==> src/verilog/crc_consts.svh <==
`ifndef CRC_CONSTS_SVH
`define CRC_CONSTS_SVH

// register byte offsets on the wishbone bus
`define CRC_OFS_LADDER 8'h00
`define CRC_OFS_CMP2 8'h04
`define CRC_OFS_LATCH 8'h08
`define CRC_OFS_STATUS 8'h0C

// reset values
`define CRC_RST_LADDER 8'h00
`define CRC_RST_CMP2 8'h02
`define CRC_RST_LATCH 8'h00

// ladder control fields
`define CRC_LAD_EN 7
`define CRC_LAD_OE 6
`define CRC_LAD_RANGE 5
`define CRC_LAD_SRC 4

// comparator two control fields
`define CRC_CMP_MC1 7
`define CRC_CMP_MC2 6
`define CRC_CMP_SEL1 5
`define CRC_CMP_SEL2 4
`define CRC_CMP_WMASK 8'h33

// latch control fields
`define CRC_LAT_PSET 3
`define CRC_LAT_PRST 2
`define CRC_LAT_FIXED 0
`define CRC_LAT_WMASK 8'hF1

// ladder tap arithmetic: low range steps of 1/24, high of 1/32
`define CRC_LOW_DEN 8'h18
`define CRC_HIGH_DEN 8'h20
`define CRC_HIGH_BASE 8'h08

`endif

==> src/verilog/crc_pkg.sv <==
package crc_pkg;

	// source for each analog reference mux
	typedef enum logic [1:0]
	{
		CRC_REF_SUPPLY = 2'h0,
		CRC_REF_EXTERNAL = 2'h1,
		CRC_REF_LADDER = 2'h2,
		CRC_REF_FIXED = 2'h3
	} crc_ref_t;

	// function of the shared reference-minus pin
	typedef enum logic [1:0]
	{
		CRC_PIN_GPIO = 2'h0,
		CRC_PIN_EXT_REF = 2'h1,
		CRC_PIN_LADDER = 2'h3
	} crc_pin_t;

	// bus slave states, gray coded
	typedef enum logic [1:0]
	{
		CRC_BUS_IDLE = 2'h0,
		CRC_BUS_ACK = 2'h1
	} crc_bus_t;

endpackage : crc_pkg

==> src/verilog/crc_ctrl.sv <==
`timescale 1ns/100ps
`default_nettype none
`include "crc_consts.svh"

// Operation
// - ladder powered only while ladder enable bit is one
// - range bit one selects low range; four-bit level picks one of 16 taps
// - low tap is level/24 of span; high is 1/4 plus level/32
// - source select one uses external ref pins, zero the supply rails
// - pin output enable connects ladder output to reference-minus pin unless adc negative cfg is set
// - comparator one gets ladder when its select is one, else fixed
// - comparator two gets ladder when its select is one, else fixed
// - divider current flows while either comparator select bit is one
// - fixed reference on by its bit or while fast oscillator runs
// - comparator refs follow source select, output enable and adc negative cfg
// - adc refs follow the adc positive and negative configuration bits
// - reference-minus pin function decoded with adc negative cfg priority
// - reference-plus pin is external ref when adc pos cfg or source select
// - ladder control fully read/write, resets to zero on every reset
// - latch pulse bits set by software, cleared by hardware after pulse
module crc_ctrl
	import crc_pkg::*;
(
	input wire logic clk,
	input wire logic srst,
	input wire logic clk_en,
	// wishbone slave
	input wire logic wb_cyc_i,
	input wire logic wb_stb_i,
	input wire logic wb_we_i,
	input wire logic [7:0] wb_adr_i,
	input wire logic [3:0] wb_sel_i,
	input wire logic [31:0] wb_dat_i,
	output logic [31:0] wb_dat_o,
	output logic wb_ack_o,
	output logic wb_err_o,
	// status and configuration inputs
	input wire logic cmp1_out,
	input wire logic cmp2_out,
	input wire logic fast_internal_oscillator,
	input wire logic adc_neg_ref_cfg,
	input wire logic adc_pos_ref_cfg,
	// analog controls
	output logic ladder_enable,
	output logic ladder_source,
	output logic [7:0] ladder_tap_num,
	output logic [7:0] ladder_tap_den,
	output logic ladder_pin_output_enable,
	output logic divider_current_enable,
	output logic fixed_ref_enable,
	output crc_ref_t cmp1_ref_src,
	output crc_ref_t cmp2_ref_src,
	output crc_ref_t cmp_pos_ref,
	output crc_ref_t cmp_neg_ref,
	output crc_ref_t adc_pos_ref,
	output crc_ref_t adc_neg_ref,
	output crc_pin_t ref_minus_pin,
	output logic ref_plus_pin,
	// latch pulse controls, one cycle each
	output logic latch_pulse_set,
	output logic latch_pulse_reset,
	// comparator two control bits not used here
	output logic cmp2_timer_gate_sel,
	output logic cmp2_sync_enable
);

	//--------------------------------------------------
	// registers and bus decode
	//--------------------------------------------------
	logic [7:0] ladder_reference_control;
	logic [7:0] comparator_two_control_one;
	logic [7:0] latch_and_fixed_ref_control;
	crc_bus_t bus_state;
	logic req;
	logic hit_ladder;
	logic hit_cmp2;
	logic hit_latch;
	logic hit_status;
	logic hit_any;
	logic wr_lane0;
	logic [7:0] rd_byte;
	logic [7:0] cmp2_view;
	logic ladder_range_select;
	logic ladder_source_select;
	logic [3:0] ladder_level;
	logic cmp1_ref_select;
	logic cmp2_ref_select;

	// a request is new only while no answer is pending
	assign req = wb_cyc_i && wb_stb_i && (bus_state == CRC_BUS_IDLE);
	assign wr_lane0 = req && wb_we_i && wb_sel_i[0];

	// address decode
	always_comb
	begin
		hit_ladder = 1'b0;
		hit_cmp2 = 1'b0;
		hit_latch = 1'b0;
		hit_status = 1'b0;
		if (wb_adr_i == `CRC_OFS_LADDER)
			hit_ladder = 1'b1;
		else if (wb_adr_i == `CRC_OFS_CMP2)
			hit_cmp2 = 1'b1;
		else if (wb_adr_i == `CRC_OFS_LATCH)
			hit_latch = 1'b1;
		else if (wb_adr_i == `CRC_OFS_STATUS)
			hit_status = 1'b1;
	end

	assign hit_any = hit_ladder || hit_cmp2 || hit_latch || hit_status;

	// answer one cycle after the request, held one cycle
	always_ff @(posedge clk)
	begin
		if (srst)
			bus_state <= CRC_BUS_IDLE;
		else if (clk_en)
		begin
			case (bus_state)
				CRC_BUS_IDLE:
					if (wb_cyc_i && wb_stb_i)
						bus_state <= CRC_BUS_ACK;
				default:
					bus_state <= CRC_BUS_IDLE;
			endcase
		end
	end

	// ack for mapped addresses, err for unmapped ones
	always_ff @(posedge clk)
	begin
		if (srst)
		begin
			wb_ack_o <= 1'b0;
			wb_err_o <= 1'b0;
		end
		else if (clk_en)
		begin
			wb_ack_o <= req && hit_any;
			wb_err_o <= req && !hit_any;
		end
	end

	always_ff @(posedge clk)
	begin
		if (srst)
			ladder_reference_control <= `CRC_RST_LADDER;
		else if (clk_en && wr_lane0 && hit_ladder)
			ladder_reference_control <= wb_dat_i[7:0];
	end

	// comparator two control, mirror bits are read only
	always_ff @(posedge clk)
	begin
		if (srst)
			comparator_two_control_one <= `CRC_RST_CMP2;
		else if (clk_en && wr_lane0 && hit_cmp2)
			comparator_two_control_one <= wb_dat_i[7:0] & `CRC_CMP_WMASK;
	end

	// pulse bits set by write, cleared next cycle by hardware
	always_ff @(posedge clk)
	begin
		if (srst)
			latch_and_fixed_ref_control <= `CRC_RST_LATCH;
		else if (clk_en)
		begin
			latch_and_fixed_ref_control[`CRC_LAT_PSET] <= 1'b0;
			latch_and_fixed_ref_control[`CRC_LAT_PRST] <= 1'b0;
			if (wr_lane0 && hit_latch)
				latch_and_fixed_ref_control <= wb_dat_i[7:0] & `CRC_LAT_WMASK
					| (wb_dat_i[7:0] & 8'h0C);
		end
	end

	// one-cycle pulses while the bits stand
	assign latch_pulse_set = latch_and_fixed_ref_control[`CRC_LAT_PSET];
	assign latch_pulse_reset = latch_and_fixed_ref_control[`CRC_LAT_PRST];

	// comparator mirror bits shown in the read view
	always_comb
	begin
		cmp2_view = comparator_two_control_one;
		cmp2_view[`CRC_CMP_MC1] = cmp1_out;
		cmp2_view[`CRC_CMP_MC2] = cmp2_out;
	end

	// read mux; status holds the live analog enables
	always_comb
	begin
		if (hit_ladder)
			rd_byte = ladder_reference_control;
		else if (hit_cmp2)
			rd_byte = cmp2_view;
		else if (hit_latch)
			rd_byte = latch_and_fixed_ref_control;
		else if (hit_status)
			rd_byte = {5'h00, fixed_ref_enable, divider_current_enable,
				ladder_enable};
		else
			rd_byte = 8'h00;
	end

	// read data registered, upper bits zero
	always_ff @(posedge clk)
	begin
		if (srst)
			wb_dat_o <= 32'h0000_0000;
		else if (clk_en && req && !wb_we_i)
			wb_dat_o <= {24'h00_0000, rd_byte};
	end

	//--------------------------------------------------
	// field extraction
	//--------------------------------------------------
	assign ladder_range_select = ladder_reference_control[`CRC_LAD_RANGE];
	assign ladder_source_select = ladder_reference_control[`CRC_LAD_SRC];
	assign ladder_level = ladder_reference_control[3:0];
	assign cmp1_ref_select = comparator_two_control_one[`CRC_CMP_SEL1];
	assign cmp2_ref_select = comparator_two_control_one[`CRC_CMP_SEL2];
	assign cmp2_timer_gate_sel = comparator_two_control_one[1];
	assign cmp2_sync_enable = comparator_two_control_one[0];

	//--------------------------------------------------
	// analog control decode
	//--------------------------------------------------
	// static levels from stored bits; fixed reference also from the fast oscillator input
	assign ladder_enable = ladder_reference_control[`CRC_LAD_EN];
	assign ladder_source = ladder_source_select;
	assign ladder_pin_output_enable = ladder_reference_control[`CRC_LAD_OE];
	assign divider_current_enable = cmp1_ref_select || cmp2_ref_select;
	assign fixed_ref_enable =
		latch_and_fixed_ref_control[`CRC_LAT_FIXED] || fast_internal_oscillator;
	// software waits for settling; no hardware delay here

	crc_tap u_tap
	(
		.range_low(ladder_range_select),
		.level(ladder_level),
		.tap_num(ladder_tap_num),
		.tap_den(ladder_tap_den)
	);

	assign cmp1_ref_src = cmp1_ref_select ? CRC_REF_LADDER : CRC_REF_FIXED;
	assign cmp2_ref_src = cmp2_ref_select ? CRC_REF_LADDER : CRC_REF_FIXED;

	always_comb
	begin
		cmp_pos_ref = ladder_source_select ? CRC_REF_EXTERNAL : CRC_REF_SUPPLY;
		if (ladder_source_select
			&& (!ladder_pin_output_enable || adc_neg_ref_cfg))
			cmp_neg_ref = CRC_REF_EXTERNAL;
		else
			cmp_neg_ref = CRC_REF_SUPPLY;
	end

	assign adc_pos_ref = adc_pos_ref_cfg ? CRC_REF_EXTERNAL : CRC_REF_SUPPLY;
	assign adc_neg_ref = adc_neg_ref_cfg ? CRC_REF_EXTERNAL : CRC_REF_SUPPLY;

	always_comb
	begin
		if (adc_neg_ref_cfg)
			ref_minus_pin = CRC_PIN_EXT_REF;
		else if (ladder_pin_output_enable)
			ref_minus_pin = CRC_PIN_LADDER;
		else if (ladder_source_select)
			ref_minus_pin = CRC_PIN_EXT_REF;
		else
			ref_minus_pin = CRC_PIN_GPIO;
	end

	assign ref_plus_pin = adc_pos_ref_cfg || ladder_source_select;

endmodule : crc_ctrl
`default_nettype wire

==> src/verilog/crc_tap.sv <==
`timescale 1ns/100ps
`default_nettype none
`include "crc_consts.svh"

// ladder tap decoder: numerator over a denominator of the span
module crc_tap
	import crc_pkg::*;
(
	input wire logic range_low,
	input wire logic [3:0] level,
	output logic [7:0] tap_num,
	output logic [7:0] tap_den
);

	// tap fractions of span
	// low: level/24, high: 8/32 + level/32
	always_comb
	begin
		if (range_low)
		begin
			tap_num = {4'h0, level};
			tap_den = `CRC_LOW_DEN;
		end
		else
		begin
			tap_num = `CRC_HIGH_BASE + {4'h0, level};
			tap_den = `CRC_HIGH_DEN;
		end
	end

endmodule : crc_tap
`default_nettype wire
==> config.mk <==
export PLATFORM = sky130hd
export DESIGN_NAME = crc_ctrl
export DESIGN_NICKNAME = d
export VERILOG_FILES = /design/src/verilog/crc_pkg.sv /design/src/verilog/crc_ctrl.sv /design/src/verilog/crc_tap.sv
export VERILOG_INCLUDE_DIRS = /design/src /design/src/verilog
export SDC_FILE = /design/constraint.sdc
export NUM_CORES = 1
export LEC_CHECK = 0
export ABC_CLOCK_PERIOD_IN_PS = 4800
export BUFFER_PORTS_ARGS = -buffer_cell sky130_fd_sc_hd__buf_2
export CAP_MARGIN = 25
export CORE_UTILIZATION = 44
export DETAILED_ROUTE_END_ITERATION = 8
export PLACE_DENSITY = 0.94
export SYNTH_ARGS = -nofsm -noshare
export SYNTH_HDL_FRONTEND = slang
export SYNTH_SLANG_ARGS = --single-unit
==> constraint.sdc <==
create_clock -name clk -period 4.8 [get_ports clk]
set_input_delay 0.48 -clock clk [delete_from_list [all_inputs] [get_ports clk]]
set_output_delay 0.48 -clock clk [all_outputs]
set_load 0.005 [all_outputs]
==> impl_results.html, run 1 <==
<table>
<tr><th>Metric</th><th>Value</th></tr>
<tr><th colspan="2">Detailed routing</th></tr>
<tr><td>Iteration-0 DRC count of the detailed router</td><td>38</td></tr>
<tr><td>Detailed-route DRC error count</td><td>0</td></tr>
<tr><td>Vias per std cell</td><td>4.79</td></tr>
<tr><td>Post-route ant nets</td><td>0</td></tr>
<tr><td>Number of vias in the routed layout</td><td>1447</td></tr>
<tr><td>Iteration count of the initial detailed-routing pass</td><td>4</td></tr>
<tr><td>Routed WL per cell</td><td>12.7 µm</td></tr>
<tr><td>DRT Wirelength</td><td>3850 µm</td></tr>
<tr><th colspan="2">Timing</th></tr>
<tr><td>Slew at the pin with the worst max-slew slack</td><td>715 ps</td></tr>
<tr><td>Max Fclk</td><td>505 MHz</td></tr>
<tr><td>Setup Total Neg Slack</td><td>0 ps</td></tr>
<tr><td>Finish-stage setup viols</td><td>0</td></tr>
<tr><td>Period utilization</td><td>41.2%</td></tr>
<tr><td>Slew Limit Fails</td><td>0</td></tr>
<tr><td>Period minus WS final</td><td>1980 ps</td></tr>
<tr><td>Min setup slack post-route</td><td>2820 ps</td></tr>
<tr><td>Final hold violation count</td><td>0</td></tr>
<tr><td>Max-slew headroom at the worst pin</td><td>52.0%</td></tr>
<tr><td>RSZ-0062 raised after global routing</td><td>false</td></tr>
<tr><td>Final Skew</td><td>3.75 ps</td></tr>
<tr><th colspan="2">CTS</th></tr>
<tr><td>Library cell used as clock root buffer</td><td>sky130_fd_sc_hd__clkbuf_8</td></tr>
<tr><td>CTS sink cnt</td><td>30</td></tr>
<tr><td>Clock tree from TritonCTS</td><td>done</td></tr>
<tr><td>CTS Buf Count</td><td>5</td></tr>
<tr><td>Post-CTS Repair Setup Buffers</td><td>0</td></tr>
<tr><td>Clock-pin transition on the worst setup and hold timing paths</td><td>60 ps</td></tr>
<tr><td>Clock Path Buffers</td><td>2</td></tr>
<tr><td>Worst-Skew Late Latency</td><td>290 ps</td></tr>
<tr><td>Post-cts resize count</td><td>0</td></tr>
<tr><td>Max H-tree Level</td><td>2</td></tr>
<tr><td>Hold-fix buffers at CTS</td><td>0</td></tr>
<tr><th colspan="2">Synthesis</th></tr>
<tr><td>Post-synthesis sequential area ratio</td><td>34.1%</td></tr>
<tr><td>Most numerous cell types in the synthesized netlist</td><td>sky130_fd_sc_hd__buf_4 (46), sky130_fd_sc_hd__dfxtp_1 (30), sky130_fd_sc_hd__nor2_1 (30)</td></tr>
<tr><td>Synth Area in Compound Gates</td><td>9.52%</td></tr>
<tr><td>Count of warnings emitted by yosys</td><td>0</td></tr>
<tr><td>Most area-consuming cells after synthesis</td><td>sky130_fd_sc_hd__dfxtp_1 (34%), sky130_fd_sc_hd__buf_4 (20%), sky130_fd_sc_hd__mux2i_1 (13%)</td></tr>
<tr><td>Area fraction in and, or, nand and nor cells after synthesis</td><td>20.0%</td></tr>
<tr><td>Register bit count reported by yosys</td><td>30</td></tr>
<tr><td>Count leader, synth</td><td>sky130_fd_sc_hd__buf_4</td></tr>
<tr><td>Proportion of synthesized flip-flops having asynchronous set or reset</td><td>0%</td></tr>
<tr><td>Post-synthesis cell type with the largest combined area</td><td>sky130_fd_sc_hd__dfxtp_1</td></tr>
<tr><td>Top-area cell type share of the netlist area</td><td>34.1%</td></tr>
<tr><td>Multiplexer area fraction after synthesis</td><td>13.1%</td></tr>
<tr><td>Post-synth EDFFs</td><td>0</td></tr>
<tr><td>Post-synth cell types</td><td>32</td></tr>
<tr><td>Number of instances in the synthesized netlist</td><td>199</td></tr>
<tr><td>Dominant register cell in the synthesized netlist</td><td>sky130_fd_sc_hd__dfxtp_1</td></tr>
<tr><td>Syn Area/Cell</td><td>8.85 µm²</td></tr>
<tr><td>Share of the synthesized netlist area taken by xor and xnor gates</td><td>0%</td></tr>
<tr><td>Mapped Area</td><td>1760 µm²</td></tr>
<tr><td>Main combinational cell family by area after synthesis</td><td>buffers and inverters</td></tr>
<tr><td>Adder-cell share of the synthesized area</td><td>0.710%</td></tr>
<tr><th colspan="2">Final layout</th></tr>
<tr><td>Area Growth Syn to Fin</td><td>13.3%</td></tr>
<tr><td>Number of fill cells</td><td>361</td></tr>
<tr><td>Final-stage net count</td><td>309</td></tr>
<tr><td>Inserted Diodes</td><td>0</td></tr>
<tr><td>Ratio of cells with drive above 1 in the final layout</td><td>29.9%</td></tr>
<tr><th colspan="2">GRT</th></tr>
<tr><td>GRT Total Usage</td><td>18.6%</td></tr>
<tr><td>Global-route wire length before repair</td><td>6020 µm</td></tr>
<tr><td>Congestion Overflow GR</td><td>0</td></tr>
<tr><td>Maximum number of pins on one net before global-route repair</td><td>31</td></tr>
<tr><td>Initial antenna violation count</td><td>0</td></tr>
<tr><td>Number of global-route vias before repair</td><td>1255</td></tr>
<tr><th colspan="2">Power and ir drop</th></tr>
<tr><td>Part of the power in combinational logic</td><td>9.0%</td></tr>
<tr><td>Pwr Density</td><td>253 nW/µm²</td></tr>
<tr><td>Sequential power share</td><td>49.5%</td></tr>
<tr><td>Fraction of power consumed by the clock network</td><td>41.4%</td></tr>
<tr><td>Internal power summed over all cells</td><td>0.381 mW</td></tr>
<tr><td>Switching power share of the total</td><td>24.5%</td></tr>
<tr><td>Total power after layout</td><td>0.505 mW</td></tr>
<tr><td>Switching power</td><td>0.123 mW</td></tr>
<tr><td>Leakage</td><td>1.04 nW</td></tr>
<tr><td>Peak supply drop</td><td>0.190 mV</td></tr>
<tr><th colspan="2">Die</th></tr>
<tr><td>Die extent in y</td><td>65.3 µm</td></tr>
<tr><td>Top-level I/O count</td><td>129</td></tr>
<tr><td>Die width</td><td>65.3 µm</td></tr>
<tr><td>Core region area</td><td>3740 µm²</td></tr>
<tr><td>Initial cell density of the core</td><td>47.1%</td></tr>
<tr><td>Die area</td><td>4260 µm²</td></tr>
<tr><td>Core Rows</td><td>22</td></tr>
<tr><th colspan="2">Critical path</th></tr>
<tr><td>Critical path launch point type</td><td>primary input</td></tr>
<tr><td>CP Class</td><td>primary input to flop</td></tr>
<tr><td>Required time at the endpoint of the critical path</td><td>4960 ps</td></tr>
<tr><td>Worst reg2reg setup slack</td><td>2930 ps</td></tr>
<tr><td>Arr. time, crit path</td><td>2140 ps</td></tr>
<tr><td>Crit Path Max Fanout</td><td>7</td></tr>
<tr><td>Endpoint type of the worst setup path</td><td>flop</td></tr>
<tr><th colspan="2">Place</th></tr>
<tr><td>IO Port Bufs</td><td>63</td></tr>
<tr><td>Dpl ws</td><td>2550 ps</td></tr>
<tr><td>HPWL reported at the end of detailed placement</td><td>2770 µm</td></tr>
<tr><td>RePlAce Congestion</td><td>0.746</td></tr>
<tr><th colspan="2">Run</th></tr>
<tr><td>Count of maximum capacitance violations</td><td>0</td></tr>
<tr><th colspan="2">Min path</th></tr>
<tr><td>Type of the tightest min-delay check</td><td>primary input to flop</td></tr>
<tr><th colspan="2">Run status</th></tr>
<tr><td>Result of the run</td><td>complete, no violations</td></tr>
</table>
[sequential cells by signal (all words and copies together) (netlist names)]
name and flops:
ladder_reference_control 8, wb_dat_o 8, latch_and_fixed_ref_control 7, comparator_two_control_one 4, bus_state 1, wb_ack_o 1, wb_err_o 1
[worst max-delay path: stages]
cell	delay, ps
sky130_fd_sc_hd__buf_2	100
sky130_fd_sc_hd__or4_4	560
sky130_fd_sc_hd__nor4_4	630
sky130_fd_sc_hd__mux2i_1	300
sky130_fd_sc_hd__nor2_1	50
[area by class of cell]
cell class                 count  area [µm²]  area share [%]
multi-input combinational    147         906            45.4
sequential                    30         601            30.1
timing repair buffer          63         315            15.8
clock buffer                   7        86.3            4.33
tap                           48        60.1            3.01
inverter                       6        22.5            1.13
clock inverter                 1        5.00           0.251
[power by group through the flow]
| stage | logic, mW | clock network, mW | registers, mW |
|---|---|---|---|
| 6_report | 0.0456 | 0.209 | 0.250 |
| 5_1_grt | 0.0517 | 0.222 | 0.250 |
| 4_1_cts | 0.0452 | 0.211 | 0.250 |
| 3_5_place_dp | 0.0450 | 0 | 0.256 |
| 3_3_place_gp | 0.0443 | 0 | 0.255 |
| 2_1_floorplan | 0.0483 | 0 | 0.255 |
[logic make-up after synthesis]
logic type	Yosys count
adder cells (fa/ha/maj)	1
multiplexers	23
buffers and inverters	58
other	2
AO/OA/AOI/OAI	24
flip-flops	30
AND/OR/NAND/NOR	61
[metal layers]
layer | global-route usage (%) | up-vias | wire length [µm]
met5 | 0 | - | 0
met4 | 6.52 | 0 | 48
met3 | 7.12 | 6 | 401
met2 | 29.9 | 81 | 1780
met1 | 22.5 | 661 | 1610
li1 | - | 699 | -
[placed cells by master (no fill, tap or decap), types with 3 or more instances in the layout]
cell                        count
sky130_fd_sc_hd__conb_1        38
sky130_fd_sc_hd__a21oi_1        7
sky130_fd_sc_hd__dfxtp_1       30
sky130_fd_sc_hd__a22oi_1        6
sky130_fd_sc_hd__nor2_1        30
sky130_fd_sc_hd__o2bb2ai_1      4
sky130_fd_sc_hd__inv_1          6
sky130_fd_sc_hd__nand2_1        4
sky130_fd_sc_hd__buf_2         63
sky130_fd_sc_hd__mux2i_1       23
sky130_fd_sc_hd__nand2b_1       3
sky130_fd_sc_hd__nor2b_1        7
sky130_fd_sc_hd__clkbuf_8       6
[worst paths after layout]
| kind | startpoint | endpoint | depth (start not counted) |
|---|---|---|---|
| setup / recovery | wb_adr_i[7] | latch_and_fixed_ref_control[6] | 5 |
| hold / removal | wb_dat_i[3] | ladder_reference_control[3] | 3 |
| setup reg to reg | bus_state[0] | latch_and_fixed_ref_control[6] | 4 |
| hold reg to reg | wb_dat_o[0] | wb_dat_o[0] | 2 |
[through the flow]
stage / hold slack (ps) / instance area, µm² / instances / util [%]
CTS: 438 / 2000 / 302 / 53.3
floorplan: 448 / 1900 / 235 / -
global route: 455 / 2000 / 302 / 53.3
finish: 440 / 2000 / 302 / 53.3
global placement: 436 / 1900 / 294 / 50.9
detailed placement: 452 / 1900 / 294 / 50.9
(Power assumes the default switching activity.)
==> inputs of run 2 (changes only) <==
Settings changed: ABC_CLOCK_PERIOD_IN_PS 4800 to 2000, CORE_UTILIZATION 44 to 41, PLACE_DENSITY 0.94 to 0.89.
Clock period 4.8 ns to 2 ns, I/O delays scaled along.
==> run 2 against run 1 <==
  * Sequential share of layout area shrank 0.24 points
  * Clock power is 130% higher
  * Register-to-register slack worse by 2500 ps
  * Highest routed layer unchanged
  * Critical path depth unchanged
  * Final area increased by 0.82%
  * Routed wire length fell by 1.4%
  * Final cell count is 0.99% higher
  * Core utilization down 3.7 points
  * Clock skew increased by 1.2 ps
  * Global-route usage down 1.6 points
  * Total power up 140%
  * Non-clock buffer count grew 3
==> impl_results.html, run 2 (synthesis results as in run 1) <==
<table>
<tr><th>Metric</th><th>Value</th></tr>
<tr><th colspan="2">Min path</th></tr>
<tr><td>Hold depth</td><td>3 (unchanged)</td></tr>
<tr><td>Type of the tightest min-delay check</td><td>primary input to flop (unchanged)</td></tr>
<tr><th colspan="2">Detailed routing</th></tr>
<tr><td>Iteration-0 DRC count of the detailed router</td><td>61 (was 38)</td></tr>
<tr><td>Detailed-route DRC error count</td><td>0 (unchanged)</td></tr>
<tr><td>Number of vias in the routed layout</td><td>1496 (was 1447)</td></tr>
<tr><td>Routed WL per cell</td><td>12.4 µm (was 12.7 µm)</td></tr>
<tr><td>DRT Wirelength</td><td>3790 µm (was 3850 µm)</td></tr>
<tr><td>Iteration count of the initial detailed-routing pass</td><td>4 (unchanged)</td></tr>
<tr><td>Vias per std cell</td><td>4.90 (was 4.79)</td></tr>
<tr><td>Post-route ant nets</td><td>0 (unchanged)</td></tr>
<tr><th colspan="2">Run</th></tr>
<tr><td>Count of maximum capacitance violations</td><td>0 (unchanged)</td></tr>
<tr><th colspan="2">Critical path</th></tr>
<tr><td>CP Class</td><td>flop to flop (was primary input to flop)</td></tr>
<tr><td>Worst reg2reg setup slack</td><td>400 ps (was 2930 ps)</td></tr>
<tr><td>Arr. time, crit path</td><td>1750 ps (was 2140 ps)</td></tr>
<tr><td>Maximum cell stage delay along the critical path</td><td>340 ps (was 630 ps)</td></tr>
<tr><td>Critical path launch point type</td><td>flop (was primary input)</td></tr>
<tr><td>Ordered list of cells on the worst path</td><td>nand4b_1 -&gt; nor4_4 -&gt; buf_4 -&gt; mux2i_1 -&gt; nor2_1 (was buf_2 -&gt; or4_4 -&gt; nor4_4 -&gt; mux2i_1 -&gt; nor2_1)</td></tr>
<tr><td>Endpoint type of the worst setup path</td><td>flop (unchanged)</td></tr>
<tr><td>Required time at the endpoint of the critical path</td><td>2150 ps (was 4960 ps)</td></tr>
<tr><td>Crit Path Max Fanout</td><td>7 (unchanged)</td></tr>
<tr><td>FF-to-FF path depth</td><td>5 (was 4)</td></tr>
<tr><td>CP max-delay cell</td><td>sky130_fd_sc_hd__nor4_4 (unchanged)</td></tr>
<tr><th colspan="2">Final layout</th></tr>
<tr><td>Area used by sequential logic in the layout</td><td>601 µm² (unchanged)</td></tr>
<tr><td>Leading cell type in the layout, fill and taps excluded</td><td>sky130_fd_sc_hd__buf_2 (unchanged)</td></tr>
<tr><td>Largest registers in the final layout</td><td>ladder_reference_control (8), wb_dat_o (8), latch_and_fixed_ref_control (7) (unchanged)</td></tr>
<tr><td>Number of fill cells</td><td>406 (was 361)</td></tr>
<tr><td>Ratio of cells with drive above 1 in the final layout</td><td>30.6% (was 29.9%)</td></tr>
<tr><td>Inserted Diodes</td><td>0 (unchanged)</td></tr>
<tr><td>Leading cell types in the layout, fill and taps excluded</td><td>sky130_fd_sc_hd__buf_2 (63), sky130_fd_sc_hd__conb_1 (38), sky130_fd_sc_hd__nor2_1 (30), sky130_fd_sc_hd__dfxtp_1 (30), sky130_fd_sc_hd__mux2i_1 (23) (unchanged)</td></tr>
<tr><td>Area used by multi-input combinational logic</td><td>906 µm² (unchanged)</td></tr>
<tr><td>Area Growth Syn to Fin</td><td>14.2% (was 13.3%)</td></tr>
<tr><td>Final design instance area without fill</td><td>2010 µm² (was 2000 µm²)</td></tr>
<tr><td>Final-stage net count</td><td>312 (was 309)</td></tr>
<tr><td>Count of placed standard cells in the final layout, fillers left out</td><td>305 (was 302)</td></tr>
<tr><th colspan="2">Timing</th></tr>
<tr><td>Slew at the pin with the worst max-slew slack</td><td>550 ps (was 715 ps)</td></tr>
<tr><td>Max Fclk</td><td>625 MHz</td></tr>
<tr><td>Finish-stage setup viols</td><td>0 (unchanged)</td></tr>
<tr><td>Max-slew headroom at the worst pin</td><td>63.3% (was 52.0%)</td></tr>
<tr><td>Post-route worst hold slack</td><td>168 ps (was 440 ps)</td></tr>
<tr><td>Period minus WS final</td><td>1600 ps</td></tr>
<tr><td>Final hold violation count</td><td>0 (unchanged)</td></tr>
<tr><td>Slew Limit Fails</td><td>0 (unchanged)</td></tr>
<tr><td>RSZ-0062 raised after global routing</td><td>false (unchanged)</td></tr>
<tr><td>Setup Total Neg Slack</td><td>0 ps (unchanged)</td></tr>
<tr><td>Period utilization</td><td>80.0%</td></tr>
<tr><td>Final Skew</td><td>4.95 ps (was 3.75 ps)</td></tr>
<tr><th colspan="2">CTS</th></tr>
<tr><td>CTS Buf Count</td><td>5 (unchanged)</td></tr>
<tr><td>Post-cts resize count</td><td>0 (unchanged)</td></tr>
<tr><td>Library cell used as clock root buffer</td><td>sky130_fd_sc_hd__clkbuf_8 (unchanged)</td></tr>
<tr><td>Clock-pin transition on the worst setup and hold timing paths</td><td>60 ps (about the same)</td></tr>
<tr><td>Post-CTS Repair Setup Buffers</td><td>0 (unchanged)</td></tr>
<tr><td>CTS sink cnt</td><td>30 (unchanged)</td></tr>
<tr><td>Clock Path Buffers</td><td>2 (unchanged)</td></tr>
<tr><td>Clock tree from TritonCTS</td><td>done (unchanged)</td></tr>
<tr><td>Worst-Skew Late Latency</td><td>280 ps (was 290 ps)</td></tr>
<tr><td>Hold-fix buffers at CTS</td><td>0 (unchanged)</td></tr>
<tr><td>Max H-tree Level</td><td>2 (unchanged)</td></tr>
<tr><th colspan="2">Die</th></tr>
<tr><td>Die area</td><td>4560 µm² (was 4260 µm²)</td></tr>
<tr><td>Die extent in y</td><td>67.6 µm (was 65.3 µm)</td></tr>
<tr><td>Core region area</td><td>4060 µm² (was 3740 µm²)</td></tr>
<tr><td>Initial cell density of the core</td><td>43.4% (was 47.1%)</td></tr>
<tr><td>Top-level I/O count</td><td>129 (unchanged)</td></tr>
<tr><td>Core Rows</td><td>23 (was 22)</td></tr>
<tr><td>Die width</td><td>67.6 µm (was 65.3 µm)</td></tr>
<tr><th colspan="2">GRT</th></tr>
<tr><td>GRT Total Usage</td><td>17.0% (was 18.6%)</td></tr>
<tr><td>Global-route wire length before repair</td><td>5600 µm (was 6020 µm)</td></tr>
<tr><td>Initial antenna violation count</td><td>0 (unchanged)</td></tr>
<tr><td>Maximum number of pins on one net before global-route repair</td><td>31 (unchanged)</td></tr>
<tr><td>Number of global-route vias before repair</td><td>1259 (was 1255)</td></tr>
<tr><td>Congestion Overflow GR</td><td>0 (unchanged)</td></tr>
<tr><th colspan="2">Run status</th></tr>
<tr><td>Result of the run</td><td>complete, no violations (unchanged)</td></tr>
<tr><th colspan="2">Power and ir drop</th></tr>
<tr><td>Total power after layout</td><td>1.19 mW (was 0.505 mW)</td></tr>
<tr><td>Pwr Density</td><td>590 nW/µm² (was 253 nW/µm²)</td></tr>
<tr><td>Peak supply drop</td><td>0.378 mV (was 0.190 mV)</td></tr>
<tr><td>Leakage</td><td>1.05 nW (was 1.04 nW)</td></tr>
<tr><th colspan="2">Place</th></tr>
<tr><td>Number of placed instances with taps included</td><td>299 (was 294)</td></tr>
<tr><td>IO Port Bufs</td><td>63 (unchanged)</td></tr>
<tr><td>HPWL reported at the end of detailed placement</td><td>2840 µm (was 2770 µm)</td></tr>
<tr><td>Placed cell areas</td><td>1930 µm² (was 1900 µm²)</td></tr>
<tr><td>RePlAce Congestion</td><td>0.727 (was 0.746)</td></tr>
</table>
## run 2: cell count changes in the layout (fill, tap and decap cells not counted)
cell / before / now
sky130_fd_sc_hd__clkinv_2: 1 / 0
sky130_fd_sc_hd__clkbuf_1: 1 / 0
sky130_fd_sc_hd__buf_4: 0 / 3
## run 2: where the power goes
part | total (mW) | internal, mW | switching [mW] | leakage [nW]
Sequential | 0.600 | 0.599 | 0.000730 | 0.242
Combinational | 0.112 | 0.0396 | 0.0722 | 0.764
Clock | 0.475 | 0.265 | 0.211 | 0.0431
## run 2: path summary, 6_finish.rpt
check / startpoint / end
max: bus_state[0] / latch_and_fixed_ref_control[4]
min: wb_dat_i[1] / ladder_reference_control[1]
max reg2reg: bus_state[0] / latch_and_fixed_ref_control[4]
min reg2reg: wb_dat_o[0] / wb_dat_o[0]
## run 2: worst max-delay path, delay by kind of cell (launching register included)
kind	cells	cell delay, ps
AND/OR/NAND/NOR	3	710
flip-flops	1	310
buffers and inverters	1	220
multiplexers	1	210
## run 2: area by class of cell
| cell class | instances | area share (%) |
|---|---|---|
| Clock buffer | 6 | 4.10 |
| Inverter | 6 | 1.12 |
| Multi-Input combinational cell | 147 | 45.0 |
| Sequential cell | 30 | 29.9 |
| Tap cell | 50 | 3.11 |
| Timing Repair Buffer | 66 | 16.8 |
## run 2: metrics by stage
step / utilization [%] / setup WS, ps
global route: 49.6 / 298
floorplan: - / 404
CTS: 49.6 / 377
global placement: 47.5 / 297
finish: 49.6 / 400
detailed placement: 47.5 / 281
## run 2: per-layer routing
layer	wire length [µm]	global-route usage, %	up-vias
met5	0	0	-
met4	61	7.18	0
met3	288	3.55	8
met2	1900	29.3	76
met1	1540	20.1	703
li1	-	-	709
